--- config.mk ---
export PLATFORM = sky130hd
export DESIGN_NAME = iaec_top
export DESIGN_NICKNAME = d
export VERILOG_FILES = /design/src/design/iaec_pkg.sv /design/src/design/iaec_top.sv
export SDC_FILE = /design/constraint.sdc
export NUM_CORES = 1
export LEC_CHECK = 0
export BUFFER_PORTS_ARGS = -buffer_cell sky130_fd_sc_hd__buf_2
export CORE_UTILIZATION = 25
export CTS_CLUSTER_DIAMETER = 150
export DETAILED_ROUTE_END_ITERATION = 10
export HOLD_SLACK_MARGIN = 0.02
export SLEW_MARGIN = 20
export SYNTH_ARGS = -nofsm -noshare
export SYNTH_HDL_FRONTEND = slang
export SYNTH_SLANG_ARGS = --single-unit
--- constraint.sdc ---
create_clock -name clk -period 2.64 [get_ports clk]
set_input_delay 0.396 -clock clk [delete_from_list [all_inputs] [get_ports clk]]
set_output_delay 0.396 -clock clk [all_outputs]
set_load 0.02 [all_outputs]
--- src/design/iaec_pkg.sv ---
`default_nettype none
package iaec_pkg;
  // Register offsets
  localparam logic [7:0] ADDR_PERIPH_MASK = 8'h0e;
  localparam logic [7:0] ADDR_SOURCE_MASK = 8'h0f;
  localparam logic [7:0] ADDR_IRQ_STATUS = 8'h10;
  localparam logic [7:0] ADDR_CONV_STATUS = 8'h11;
  localparam logic [7:0] ADDR_CONV_CTRL = 8'h12;
  localparam logic [7:0] ADDR_MODE_CTRL = 8'h13;
  localparam logic [7:0] ADDR_CONTROL = 8'h14;
  localparam logic [7:0] ADDR_RESULT_LO = 8'h15;
  localparam logic [7:0] ADDR_RESULT_HI = 8'h16;
  localparam logic [7:0] ADDR_STATUS_REG = 8'h17;
  localparam logic [7:0] ADDR_REG_SELECT = 8'h18;
  // Peripheral mask / converter status bit positions
  localparam int PM_PULSE1 = 4;
  localparam int PM_CONV_DONE = 5;
  localparam int PM_SERIAL_RX = 6;
  localparam int PM_PULSE2 = 7;
  localparam logic [7:0] PM_VALID = 8'hf0;
  // Source mask / irq status bit positions
  localparam int SM_TIMER = 0;
  localparam int SM_FIRST_COUNTER_IRQ_ENABLE = 1;
  localparam int SM_SECOND_COUNTER_IRQ_ENABLE = 2;
  localparam int SM_PIN_A = 3;
  localparam int SM_PIN_B = 4;
  localparam int SM_PIN_C = 5;
  localparam int SM_PIN_D = 7;
  localparam logic [7:0] SM_VALID = 8'hbf;
  // Converter control fields
  localparam int CC_START = 0;
  localparam int CC_POWER = 2;
  localparam int CC_CLKSEL_LO = 3;
  localparam int CC_CHAN_LO = 5;
  localparam logic [7:0] CC_VALID = 8'hfd;
  // Mode control and control register fields
  localparam int MC_NORMAL = 6;
  localparam int MC_NO_SLEEP = 7;
  localparam int CT_PIN_A_RISE = 7;
  // Reset values
  localparam logic [7:0] RST_PERIPH_MASK = 8'h00;
  localparam logic [7:0] RST_SOURCE_MASK = 8'h00;
  localparam logic [7:0] RST_FLAGS = 8'h00;
  localparam logic [7:0] RST_CONV_CTRL = 8'h00;
  localparam logic [7:0] RST_MODE_CTRL = 8'h00;
  localparam logic [7:0] RST_CONTROL = 8'hff;
  localparam logic [7:0] STATUS_POR_KEEP = 8'h1f;
  localparam logic [7:0] REGSEL_POR_KEEP = 8'h3f;
  localparam logic [11:0] VECTOR_ADDR = 12'h008;
  // Timing
  localparam int CLK_PERIOD_PS = 4000;
  localparam int CONV_MIN_NS = 13000;
  localparam int CONV_MIN_CYC = (CONV_MIN_NS * 1000 + CLK_PERIOD_PS - 1)
    / CLK_PERIOD_PS;
  localparam int ADC_CLKS_PER_CONV = 12;
  localparam int ADC_TICK_BASE = (CONV_MIN_CYC + ADC_CLKS_PER_CONV - 1)
    / ADC_CLKS_PER_CONV;
  typedef enum logic [1:0] {
    PWR_RUN = 2'b01,
    PWR_SLEEP = 2'b10
  } iaec_pwr_t;
  typedef enum logic [2:0] {
    ADC_OFF = 3'b001,
    ADC_IDLE = 3'b010,
    ADC_CONV = 3'b100
  } iaec_adc_t;
endpackage : iaec_pkg
`default_nettype wire

--- src/design/iaec_top.sv ---
`timescale 1ns/1ps
`default_nettype none
// Summary of operation
// RL1 - Peripheral mask bits 4..7 enable sources
// RL2 - Software starts conversion via start bit
// RL3 - Conversion lasts twelve converter clocks
// RL4 - Ten-bit result split over two registers
// RL5 - Mask set: clear start, raise completion
// RL6 - Done flag sticky until software clears
// RL7 - Mask clear: convert continuously, no flag
// RL8 - Re-enabling mask resumes done flag
// RL9 - Power bit zero powers converter down
// RL10 - Source mask bits enable timer/counters/pins
// RL11 - Software keeps source mask bit 6 zero
// RL12 - Enabled request with global enable vectors 008
// RL13 - Mode bit 6 selects green or normal
// RL14 - No conversion interrupt in green mode
// RL15 - Pin A edge polarity from control bit7
// RL16 - Pins B, C, D falling edge only
// RL17 - Converter source on flag rising edge; code requests on the flag level while it stays set
// RL18 - Enable/disable instructions drive global enable
// RL19 - Requests recorded as status flag bits
// RL20 - Service routine clears flag before return
// RL21 - Reset on power-on, watchdog, reset pin
// RL22 - Reset zeroes PC, clears watchdog, control ones
// RL23 - Power-on clears upper status/select bits
// RL24 - Sleep instruction stops core and oscillator
// RL25 - Wake-up acts as power-on reset
// RL26 - One vector for many requests; software polls
module iaec_top #(
  parameter int ADC_TICK_DIV = iaec_pkg::ADC_TICK_BASE
) (
  input wire logic clk, // 250 MHz clock
  input wire logic srst, // Power-on reset, synchronous
  input wire logic [7:0] reg_addr, // Register address
  input wire logic [7:0] reg_wdata, // Register write data
  input wire logic reg_wr, // Write strobe
  input wire logic reg_rd, // Read strobe
  output logic [7:0] reg_rdata, // Read data, cycle after strobe
  input wire logic tcc_timeout, // Timer timeout pulse
  input wire logic first_counter_irq_enable_timeout, // First counter timeout pulse
  input wire logic second_counter_irq_enable_timeout, // Second counter timeout pulse
  input wire logic pulse1_event, // First pulse-width channel event
  input wire logic pulse2_event, // Second pulse-width channel event
  input wire logic serial_rx_full, // Serial receive buffer full
  input wire logic [3:0] ext_pin, // External pins a..d, async
  input wire logic ext_reset_pin_n, // External reset pin, async
  input wire logic wdt_enable, // Watchdog enabled
  input wire logic wdt_timeout, // Watchdog timeout pulse
  input wire logic global_irq_on_instr, // Enable-interrupt executed
  input wire logic global_irq_off_instr, // Disable-interrupt executed
  input wire logic sleep_instr, // Sleep instruction executed
  input wire logic [9:0] adc_sample_data, // Converter result bits
  output logic vector_fetch, // Fetch next from vector address
  output logic [11:0] vector_addr, // Fixed vector address
  output logic global_irq_enabled, // Global enable state
  output logic core_reset, // Zero program counter, restart
  output logic wdt_clear, // Clear and disable watchdog
  output logic cpu_stop, // Core halted in sleep
  output logic osc_stop, // Oscillator stopped in sleep
  output logic adc_bias_en, // Converter bias powered
  output logic [2:0] adc_channel, // Converter input channel
  output logic adc_busy // Conversion in progress
);
  import iaec_pkg::*;

  localparam int DIV_W = 15;

  initial begin
    if (ADC_TICK_DIV < 1 || ADC_TICK_DIV * 8 > (1 << DIV_W)) begin
      $error("ADC_TICK_DIV out of range");
    end
  end

  typedef struct packed {
    logic [7:0] periph_mask;
    logic [7:0] source_mask;
    logic [7:0] irq_flags;
    logic [7:0] conv_flags;
    logic [7:0] conv_ctrl;
    logic [7:0] mode_ctrl;
    logic [7:0] control;
    logic [7:0] result_lo;
    logic [1:0] result_hi;
    logic [7:0] status_reg;
    logic [7:0] reg_select;
    logic [7:0] rdata;
    logic [3:0] pin_meta;
    logic [3:0] pin_sync;
    logic [3:0] pin_prev;
    logic rst_meta;
    logic rst_sync;
    logic gie;
    logic vector_fetch;
    logic core_reset;
    logic wdt_clear;
    iaec_pwr_t pwr;
    iaec_adc_t adc;
    logic [DIV_W-1:0] div_cnt;
    logic [3:0] step_cnt;
  } iaec_state_t;

  localparam iaec_state_t RST_STATE = '{
    periph_mask: RST_PERIPH_MASK,
    source_mask: RST_SOURCE_MASK,
    irq_flags: RST_FLAGS,
    conv_flags: RST_FLAGS,
    conv_ctrl: RST_CONV_CTRL,
    mode_ctrl: RST_MODE_CTRL,
    control: RST_CONTROL,
    result_lo: 8'h00,
    result_hi: 2'h0,
    status_reg: 8'h00,
    reg_select: 8'h00,
    rdata: 8'h00,
    pin_meta: 4'hf,
    pin_sync: 4'hf,
    pin_prev: 4'hf,
    rst_meta: 1'b1,
    rst_sync: 1'b1,
    gie: 1'b0,
    vector_fetch: 1'b0,
    core_reset: 1'b1,
    wdt_clear: 1'b1,
    pwr: PWR_RUN,
    adc: ADC_OFF,
    div_cnt: '0,
    step_cnt: 4'h0
  };

  localparam logic [3:0] LAST_STEP = 4'(ADC_CLKS_PER_CONV - 1);
  localparam logic [DIV_W-1:0] TICK_BASE = DIV_W'(ADC_TICK_DIV);

  iaec_state_t cur_ff;
  iaec_state_t nxt_st;

  logic [3:0] fall_edge;
  logic [3:0] rise_edge;
  logic [3:0] pin_event;
  logic [7:0] irq_set;
  logic [7:0] conv_set;
  logic [7:0] irq_enabled;
  logic [7:0] periph_enabled;
  logic normal_mode;
  logic irq_pending;
  logic ext_rst;
  logic wdt_rst;
  logic wake;
  logic any_rst;
  logic [DIV_W-1:0] tick_limit;
  logic tick;
  logic conv_done;
  logic wr_periph;
  logic wr_source;
  logic wr_irq;
  logic wr_conv;
  logic wr_cctrl;
  logic wr_mode;
  logic wr_ctrl;
  logic wr_status;
  logic wr_regsel;

  always_comb begin
    nxt_st = cur_ff;
    // Synchronisers: first stage feeds only the second
    nxt_st.pin_meta = ext_pin;
    nxt_st.pin_sync = cur_ff.pin_meta;
    nxt_st.pin_prev = cur_ff.pin_sync;
    nxt_st.rst_meta = ext_reset_pin_n;
    nxt_st.rst_sync = cur_ff.rst_meta;

    fall_edge = cur_ff.pin_prev & ~cur_ff.pin_sync;
    rise_edge = ~cur_ff.pin_prev & cur_ff.pin_sync;
    pin_event[0] = cur_ff.control[CT_PIN_A_RISE] ? rise_edge[0] :
      fall_edge[0]; // RL15
    pin_event[3:1] = fall_edge[3:1]; // RL16

    normal_mode = cur_ff.mode_ctrl[MC_NORMAL]; // RL13

    // Write decode
    wr_periph = 1'b0;
    wr_source = 1'b0;
    wr_irq = 1'b0;
    wr_conv = 1'b0;
    wr_cctrl = 1'b0;
    wr_mode = 1'b0;
    wr_ctrl = 1'b0;
    wr_status = 1'b0;
    wr_regsel = 1'b0;
    if (reg_wr) begin
      if (reg_addr == ADDR_PERIPH_MASK) begin
        wr_periph = 1'b1;
      end else if (reg_addr == ADDR_SOURCE_MASK) begin
        wr_source = 1'b1;
      end else if (reg_addr == ADDR_IRQ_STATUS) begin
        wr_irq = 1'b1;
      end else if (reg_addr == ADDR_CONV_STATUS) begin
        wr_conv = 1'b1;
      end else if (reg_addr == ADDR_CONV_CTRL) begin
        wr_cctrl = 1'b1;
      end else if (reg_addr == ADDR_MODE_CTRL) begin
        wr_mode = 1'b1;
      end else if (reg_addr == ADDR_CONTROL) begin
        wr_ctrl = 1'b1;
      end else if (reg_addr == ADDR_STATUS_REG) begin
        wr_status = 1'b1;
      end else if (reg_addr == ADDR_REG_SELECT) begin
        wr_regsel = 1'b1;
      end
    end

    if (wr_periph) begin
      nxt_st.periph_mask = reg_wdata & PM_VALID; // RL1
    end
    if (wr_source) begin
      // Bit 6 is stored as written; software must keep it zero
      nxt_st.source_mask = reg_wdata; // RL10 RL11
    end
    if (wr_mode) begin
      nxt_st.mode_ctrl = reg_wdata;
    end
    if (wr_ctrl) begin
      nxt_st.control = reg_wdata;
    end
    if (wr_status) begin
      nxt_st.status_reg = reg_wdata;
    end
    if (wr_regsel) begin
      nxt_st.reg_select = reg_wdata;
    end

    // Converter clock: base divider scaled by 1, 2, 4 or 8
    tick_limit = TICK_BASE << cur_ff.conv_ctrl[CC_CLKSEL_LO +: 2];
    tick = (cur_ff.div_cnt == tick_limit - DIV_W'(1));
    conv_done = 1'b0;
    nxt_st.div_cnt = tick ? '0 : cur_ff.div_cnt + DIV_W'(1);
    case (cur_ff.adc)
      ADC_OFF: begin
        nxt_st.div_cnt = '0;
        nxt_st.step_cnt = 4'h0;
        if (cur_ff.conv_ctrl[CC_POWER]) begin // RL9
          nxt_st.adc = ADC_IDLE;
        end
      end
      ADC_IDLE: begin
        nxt_st.div_cnt = '0;
        nxt_st.step_cnt = 4'h0;
        if (!cur_ff.conv_ctrl[CC_POWER]) begin // RL9
          nxt_st.adc = ADC_OFF;
        end else if (cur_ff.conv_ctrl[CC_START]) begin // RL2
          nxt_st.adc = ADC_CONV;
        end
      end
      ADC_CONV: begin
        if (!cur_ff.conv_ctrl[CC_POWER]) begin // RL9
          nxt_st.adc = ADC_OFF;
        end else if (!cur_ff.conv_ctrl[CC_START]) begin
          // Software abort: partial result is dropped
          nxt_st.adc = ADC_IDLE;
        end else if (tick) begin
          if (cur_ff.step_cnt == LAST_STEP) begin // RL3
            conv_done = 1'b1;
            nxt_st.step_cnt = 4'h0;
            if (cur_ff.periph_mask[PM_CONV_DONE]) begin
              nxt_st.adc = ADC_IDLE; // RL5
            end
          end else begin
            nxt_st.step_cnt = cur_ff.step_cnt + 4'h1;
          end
        end
      end
      default: begin
        nxt_st.adc = ADC_OFF;
      end
    endcase
    if (conv_done) begin
      nxt_st.result_lo = adc_sample_data[7:0]; // RL4
      nxt_st.result_hi = adc_sample_data[9:8]; // RL4
    end

    // Start bit: hardware clear first, a software write in the same
    // cycle overrides it so a fresh start is never lost
    if (conv_done && cur_ff.periph_mask[PM_CONV_DONE]) begin
      nxt_st.conv_ctrl[CC_START] = 1'b0; // RL5 RL7
    end
    if (wr_cctrl) begin
      nxt_st.conv_ctrl = reg_wdata & CC_VALID;
    end

    // Sticky flags; write 0 clears, a set in the same cycle wins
    irq_set = 8'h00;
    irq_set[SM_TIMER] = tcc_timeout;
    irq_set[SM_FIRST_COUNTER_IRQ_ENABLE] = first_counter_irq_enable_timeout;
    irq_set[SM_SECOND_COUNTER_IRQ_ENABLE] = second_counter_irq_enable_timeout;
    irq_set[SM_PIN_A] = pin_event[0];
    irq_set[SM_PIN_B] = pin_event[1];
    irq_set[SM_PIN_C] = pin_event[2];
    irq_set[SM_PIN_D] = pin_event[3];
    conv_set = 8'h00;
    conv_set[PM_PULSE1] = pulse1_event;
    conv_set[PM_SERIAL_RX] = serial_rx_full;
    conv_set[PM_PULSE2] = pulse2_event;
    // Done flag only while the mask bit is one; its level is the
    // converter's interrupt source
    conv_set[PM_CONV_DONE] = conv_done &
      cur_ff.periph_mask[PM_CONV_DONE]; // RL6 RL7 RL8 RL17
    nxt_st.irq_flags = (wr_irq ? cur_ff.irq_flags & reg_wdata :
      cur_ff.irq_flags) | irq_set; // RL19 RL20
    nxt_st.conv_flags = (wr_conv ? cur_ff.conv_flags & reg_wdata :
      cur_ff.conv_flags) | conv_set; // RL6 RL19 RL20

    // Vectoring
    irq_enabled = cur_ff.irq_flags & cur_ff.source_mask & SM_VALID;
    periph_enabled = cur_ff.conv_flags & cur_ff.periph_mask;
    periph_enabled[PM_CONV_DONE] = periph_enabled[PM_CONV_DONE] &
      normal_mode; // RL14
    irq_pending = |irq_enabled | |periph_enabled;
    if (global_irq_on_instr) begin
      nxt_st.gie = 1'b1; // RL18
    end else if (global_irq_off_instr) begin
      nxt_st.gie = 1'b0; // RL18
    end
    nxt_st.vector_fetch = 1'b0;
    // Entry drops global enable so one vector serves every pending
    // source; the service routine polls flags and re-enables
    if (irq_pending && cur_ff.gie && !cur_ff.vector_fetch &&
        cur_ff.pwr == PWR_RUN) begin // RL12 RL26
      nxt_st.vector_fetch = 1'b1;
      nxt_st.gie = 1'b0; // RL26
    end

    // Sleep and wake-up
    wake = 1'b0;
    case (cur_ff.pwr)
      PWR_RUN: begin
        if (sleep_instr && !cur_ff.mode_ctrl[MC_NO_SLEEP]) begin
          nxt_st.pwr = PWR_SLEEP; // RL24
          nxt_st.vector_fetch = 1'b0;
        end
      end
      PWR_SLEEP: begin
        wake = (wdt_enable && wdt_timeout) || !cur_ff.rst_sync ||
          |(pin_event & {cur_ff.source_mask[SM_PIN_D],
          cur_ff.source_mask[SM_PIN_C], cur_ff.source_mask[SM_PIN_B],
          cur_ff.source_mask[SM_PIN_A]}); // RL25
      end
      default: begin
        nxt_st.pwr = PWR_RUN;
      end
    endcase

    // Resets
    ext_rst = !cur_ff.rst_sync; // RL21
    wdt_rst = wdt_enable && wdt_timeout; // RL21
    any_rst = ext_rst || wdt_rst || wake;
    nxt_st.core_reset = any_rst; // RL22
    nxt_st.wdt_clear = any_rst; // RL22
    if (any_rst) begin
      nxt_st.periph_mask = RST_PERIPH_MASK;
      nxt_st.source_mask = RST_SOURCE_MASK;
      nxt_st.irq_flags = RST_FLAGS;
      nxt_st.conv_flags = RST_FLAGS;
      nxt_st.conv_ctrl = RST_CONV_CTRL;
      nxt_st.mode_ctrl = RST_MODE_CTRL;
      nxt_st.control = RST_CONTROL; // RL22
      nxt_st.gie = 1'b0;
      nxt_st.vector_fetch = 1'b0;
      nxt_st.pwr = PWR_RUN; // RL25
      nxt_st.adc = ADC_OFF;
      nxt_st.status_reg = cur_ff.status_reg;
      nxt_st.reg_select = cur_ff.reg_select;
    end
    if (wake) begin
      // Wake-up counts as power-on
      nxt_st.status_reg = cur_ff.status_reg & STATUS_POR_KEEP; // RL23 RL25
      nxt_st.reg_select = cur_ff.reg_select & REGSEL_POR_KEEP; // RL23 RL25
    end

    // Read data valid only in the cycle after the strobe
    nxt_st.rdata = 8'h00;
    if (reg_rd) begin
      if (reg_addr == ADDR_PERIPH_MASK) begin
        nxt_st.rdata = cur_ff.periph_mask;
      end else if (reg_addr == ADDR_SOURCE_MASK) begin
        nxt_st.rdata = cur_ff.source_mask;
      end else if (reg_addr == ADDR_IRQ_STATUS) begin
        nxt_st.rdata = cur_ff.irq_flags;
      end else if (reg_addr == ADDR_CONV_STATUS) begin
        nxt_st.rdata = cur_ff.conv_flags;
      end else if (reg_addr == ADDR_CONV_CTRL) begin
        nxt_st.rdata = cur_ff.conv_ctrl;
      end else if (reg_addr == ADDR_MODE_CTRL) begin
        nxt_st.rdata = cur_ff.mode_ctrl;
      end else if (reg_addr == ADDR_CONTROL) begin
        nxt_st.rdata = cur_ff.control;
      end else if (reg_addr == ADDR_RESULT_LO) begin
        nxt_st.rdata = cur_ff.result_lo;
      end else if (reg_addr == ADDR_RESULT_HI) begin
        nxt_st.rdata = {6'h00, cur_ff.result_hi};
      end else if (reg_addr == ADDR_STATUS_REG) begin
        nxt_st.rdata = cur_ff.status_reg;
      end else if (reg_addr == ADDR_REG_SELECT) begin
        nxt_st.rdata = cur_ff.reg_select;
      end
    end
  end

  always_ff @(posedge clk) begin
    if (srst) begin
      cur_ff <= RST_STATE; // RL21 RL22 RL23
    end else begin
      cur_ff <= nxt_st;
    end
  end

  assign reg_rdata = cur_ff.rdata;
  assign vector_fetch = cur_ff.vector_fetch;
  assign vector_addr = VECTOR_ADDR; // RL12
  assign global_irq_enabled = cur_ff.gie;
  assign core_reset = cur_ff.core_reset;
  assign wdt_clear = cur_ff.wdt_clear;
  assign cpu_stop = (cur_ff.pwr == PWR_SLEEP); // RL24
  assign osc_stop = (cur_ff.pwr == PWR_SLEEP); // RL24
  assign adc_bias_en = cur_ff.conv_ctrl[CC_POWER]; // RL9
  assign adc_channel = cur_ff.conv_ctrl[CC_CHAN_LO +: 3];
  assign adc_busy = (cur_ff.adc == ADC_CONV);
endmodule : iaec_top
`default_nettype wire

# After elaboration in Yosys (flattened, before gate mapping)
# Index checks and enable logic that the tools add are counted.
[totals]
ff_bits = 126
latchBits = 0
mem_bits_rw = 0
mem_bits_ro = 0
in_bits = 46
out_inout_bits = 31
word_cells = 206
mem_count = 0
[classes]
addsub = 3
mul = 0
n_div = 0
order_cmp = 0
n_eq_ne = 27
shifts = 1
muxes = 97
bitwise = 18
n_reduce_logical = 32
[op_table]
columns = ["op", "n"]
rows = [
  ["8-bit 2-to-1 mux", 13],
  ["8-bit by 5-bit equality test with 1-bit output, second input constant", 9],
  ["1-bit 2-to-1 mux", 68],
  ["8-bit AND", 4],
  ["3-bit 2-to-1 mux", 8],
  ["8-bit by 4-bit equality test with 1-bit output, second input constant", 2],
  ["4-bit 2-to-1 mux", 4],
  ["8-bit bitwise OR", 2],
  ["15-bit by 1-bit adder with 15-bit output, second input constant", 1],
  ["15-bit equality test", 1],
  ["9-bit by 2-bit << shifter with 15-bit output, first input constant", 1],
  ["15-bit by 1-bit subtractor with 15-bit output, second input constant", 1],
  ["4-bit by 3-bit inequality test with 1-bit output, second input constant", 3],
  ["3-bit one-hot mux with 3 select lines", 1],
  ["4-bit AND", 2],
  ["2-bit by 1-bit inequality test with 1-bit output, second input constant", 4],
  ["4-bit one-hot mux with 2 select lines", 1],
  ["2-bit OR reduction", 4],
  ["4-bit OR reduction", 2],
  ["8-bit OR reduction", 1],
  ["7-bit OR reduction", 1],
  ["1-bit logical AND", 6],
  ["2-bit AND reduction", 3],
  ["3-bit AND reduction", 2],
  ["other kinds (21)", 34],
]

# Depth between registers and ports, before layout
[logic_depth]
depth_word = 12
ltp_mapped = 8
mapped_depth_nobuf = 7

# Least setup slack after synthesis
# OpenSTA, ideal clock, no wires.
[synth_timing]
kind = "reg-to-reg"
from = "reg cur_ff[21] (netlist name)"
to = "reg cur_ff[92] (netlist name)"
setup_time_ns = 0.116
arrival_time_ns = 2.280
required_ns = 2.524
path_slack_ns = 0.244
path_stages_with_launch = 6
path_buffers = 0
synth_period_minus_slack_ns = 2.396
path_cell_list = "dfxtp_1 > nor3b_1 > nand3_1 > nand4b_1 > or2_2 > a41o_1"
[synth_between]
elab_chain_len = 4
[synth_rtl]
columns = ["element", "line_no", "source"]
rows = [
  ["from (decl)", "iaec_top.sv:134", "iaec_state_t cur_ff;"],
  ["from (signal assigned)", "iaec_top.sv:412", "cur_ff <= nxt_st;"],
  ["3-bit equality test", "-", ""],
  ["via adc_busy", "iaec_top.sv:63", "output logic adc_busy"],
  ["1-bit 2-to-1 mux", "iaec_top.sv:237", "case (cur_ff.adc)"],
  ["1-bit logical AND", "iaec_top.sv:283", "if (conv_done && cur_ff.periph_mask[PM_CONV_DONE]) begin"],
  ["2-bit nonzero test (no source line)", "-", ""],
]
# The timed path passes the listed nets, and every way through them passes these cells.
# A chain may end at the register's enable or synchronous reset.

# Final worst setup path
[layout_timing]
from = "reg cur_ff[96] (netlist name)"
to = "reg cur_ff[92] (netlist name)"
[layout_between]
elab_chain_len = 9
[layout_rtl]
columns = ["element", "line_no", "source"]
rows = [
  ["9-bit by 2-bit << shifter with 15-bit output", "iaec_top.sv:233", "tick_limit = TICK_BASE << cur_ff.conv_ctrl[CC_CLKSEL_LO +: 2];"],
  ["15-bit by 1-bit subtractor with 15-bit output", "iaec_top.sv:234", "tick = (cur_ff.div_cnt == tick_limit - DIV_W'(1));"],
  ["15-bit equality test", "iaec_top.sv:234", ""],
  ["1-bit 2-to-1 mux", "iaec_top.sv:260", "end else if (tick) begin"],
  ["1-bit 2-to-1 mux", "iaec_top.sv:257", "end else if (!cur_ff.conv_ctrl[CC_START]) begin"],
  ["1-bit 2-to-1 mux", "iaec_top.sv:255", "if (!cur_ff.conv_ctrl[CC_POWER]) begin"],
  ["1-bit 2-to-1 mux", "iaec_top.sv:237", ""],
  ["1-bit logical AND", "iaec_top.sv:283", ""],
  ["2-bit nonzero test (no source line)", "-", ""],
]
# Every way passes these cells.

==> run summary <==
Synth async-reset ratio = 0
Total GRT Usage = 0.140
Max VDD drop = 0.366 mV
DR vias/cell = 4.72
Core Region = 22800 um^2
crit start category = flop
dpl cells = 1012
Setup Fix Bufs, Post-CTS = 0
HP Start = ext_reset_pin_n
Slew @ Worst Pin = 0.643 ns
initial antenna violation count = 0
worst setup path start = cur_ff[96]
top-area cell type share of the netlist area = 0.433
synthesized area = 5830 um^2
top post-synthesis cells by area = dfxtp_1 43%, mux2i_1 9.8%, nor2_1 5.8%
hold buffers post-CTS = 0
Synth area leader = dfxtp_1
met3 usage = 0.0406
Worst-path clk slew = 0.06 ns
commonest cells after routing, fill and taps aside = 126 x dfxtp_1, 90 x nor2_1, 64 x buf_2
I/O Buffers = 64
max capacitance violation total = 0
worst skew pair latency = 0.41 ns
synth unique cells = 70
hold slack = 0.168 ns
largest net degree at the start of global routing = 37
htree depth = 4
skew final = 0.0109 ns
Die Ht = 155 um
Die X = 155 um
R2R cell count = 5
Synth warnings = 0
busiest metal layer after global routing = met2
clock buffer depth = 2
CP max FO = 9
CTS tree = yes
vias in the first global route = 4679
Post-Route WL = 16.2 mm
Worst setup EP type = flop
via count = 4911
syn avg cell area = 8.86 um^2
GRT met1 Usage = 0.187
drt initial violations = 512
Setup violations, final = 0
initial core utilization = 0.256
Slew Viols, Final = 0
first-pass GRT wire length = 25.6 mm
Leakage = 2.81 nW
slowest cell delay on critical path = 0.68 ns
RSZ-0062 raised after global routing = false
r2r startpoint = cur_ff[96]
critical path required time = 2.94 ns
f_max = 0.410 GHz
most common cell after layout, fill and taps aside = dfxtp_1
CTS Sinks = 126
sequential share of the synthesized area = 0.433
worst setup margin = 0.201 ns
post-detail-place hpwl = 11.8 mm
Final Power = 4.64 mW
# IOs = 77
critical path type = reg2reg
#FFs+latches synth = 126
ant diodes = 0
r2r setup slk = 0.20 ns
pwr/cell area = 655 nW/um^2
fin crit period = 2.44 ns
crit-path cells = or4b_2 -> a22oi_1 -> nand4b_1 -> or2_2 -> a41o_1
GRT Residual Overflow = 0
antenna-violating nets left = 0
die area = 23900 um^2
status = finished clean
ys flop type = dfxtp_1
worst min path class = in2reg
critical path's slowest cell = or4b_2
Placement Rows = 55
Hold Crit Depth = 2
Clk Tree Root Cell = clkbuf_16
routability cong. = 0.892
filler cell count = 2386
drt wl/cell = 15.6 um
final count of hold timing violations = 0
layout net count = 766
number of synthesized flops with an enable pin = 0
TritonCTS buffer count = 17
setup tns final = 0 ns
post_cts resized = 0
layout cells sized above 1 = 0.212
GRT met2 Usage = 0.214
Worst EP arrival = 2.74 ns
# DRC = 0
Cell Count, Final, Fillers Out = 1041
slew margin rel. = 0.568
Mapped Cells = 658
Syn-to-layout area delta = 21.3%
drt pass-1 iters = 5
pre-CTS WS = 0.178 ns
period utilization = 0.924
==> cell type report <==
cell class,count,area [um^2],share of cell area
flip-flops and latches,126,2520,0.357
inverters,16,60.1,0.00849
multi-input cells,465,2940,0.416
repair buffers,92,543,0.0768
clock buffers,23,478,0.0676
well taps,313,392,0.0554
clock inverters,6,134,0.0189
==> flip-flops by register name, summed over array words and instances, names as in the netlist <==
register,cells
adc_channel,3
global_irq_enabled,1
reg_rdata,8
vector_fetch,1
cur_ff,111
adc_bias_en,1
wdt_clear,1
==> routing by layer <==
layer	wire, um	up-vias
li1	-	2393
met1	7480	2310
met2	7200	187
met3	1300	21
met4	256	0
met5	0	-
==> worst max-delay path, delay by kind of cell (launching register included) <==
kind / cells / cell delay (ns)
AO/OA/AOI/OAI: 2 / 0.55
flip-flops: 1 / 0.37
AND/OR/NAND/NOR: 3 / 1.42
==> cell families (layout without fill, tap and decap cells) <==
| group | count (synthesis) | count (layout) | synth area share |
|---|---|---|---|
| flip-flops | 126 | 126 | 0.433 |
| multiplexers | 64 | 64 | 0.117 |
| other | 2 | 12 | 0.00129 |
| AND/OR/NAND/NOR | 250 | 250 | 0.216 |
| adder cells (fa/ha/maj) | 3 | 3 | 0.00601 |
| XOR/XNOR | 14 | 14 | 0.0210 |
| AO/OA/AOI/OAI | 122 | 122 | 0.136 |
| buffers and inverters | 77 | 137 | 0.0700 |
==> synth_stat cells (all sizes together) (9+ instances only) <==
cell type and instances:
a21oi 27, xor2 9, nor2 90, nand2 45, nand3 27, and3 9, buf 43, o21ai 38
clkbuf 18, or2 20, mux2i 57, nor3 12, dfxtp 126, inv 16, nand2b 10
==> metrics by stage <==
stage / cell area (um^2) / utilization
2_1_floorplan: 5870 / -
3_3_place_gp: 6460 / 0.284
3_5_place_dp: 6460 / 0.284
4_1_cts: 7070 / 0.311
5_1_grt: 7070 / 0.311
6_report: 7070 / 0.311
==> final timing paths <==
path	endpoint
worst max-delay path	cur_ff[92]
worst min-delay path	cur_ff[29]
worst max register to register	cur_ff[92]
worst min register to register	cur_ff[35]
==> report_power, final <==
part | internal [mW] | total (mW) | switching [mW]
Sequential | 1.93 | 1.94 | 0.0157
Combinational | 0.0842 | 0.247 | 0.163
Clock | 1.64 | 2.45 | 0.807
(Power assumes the default switching activity.)
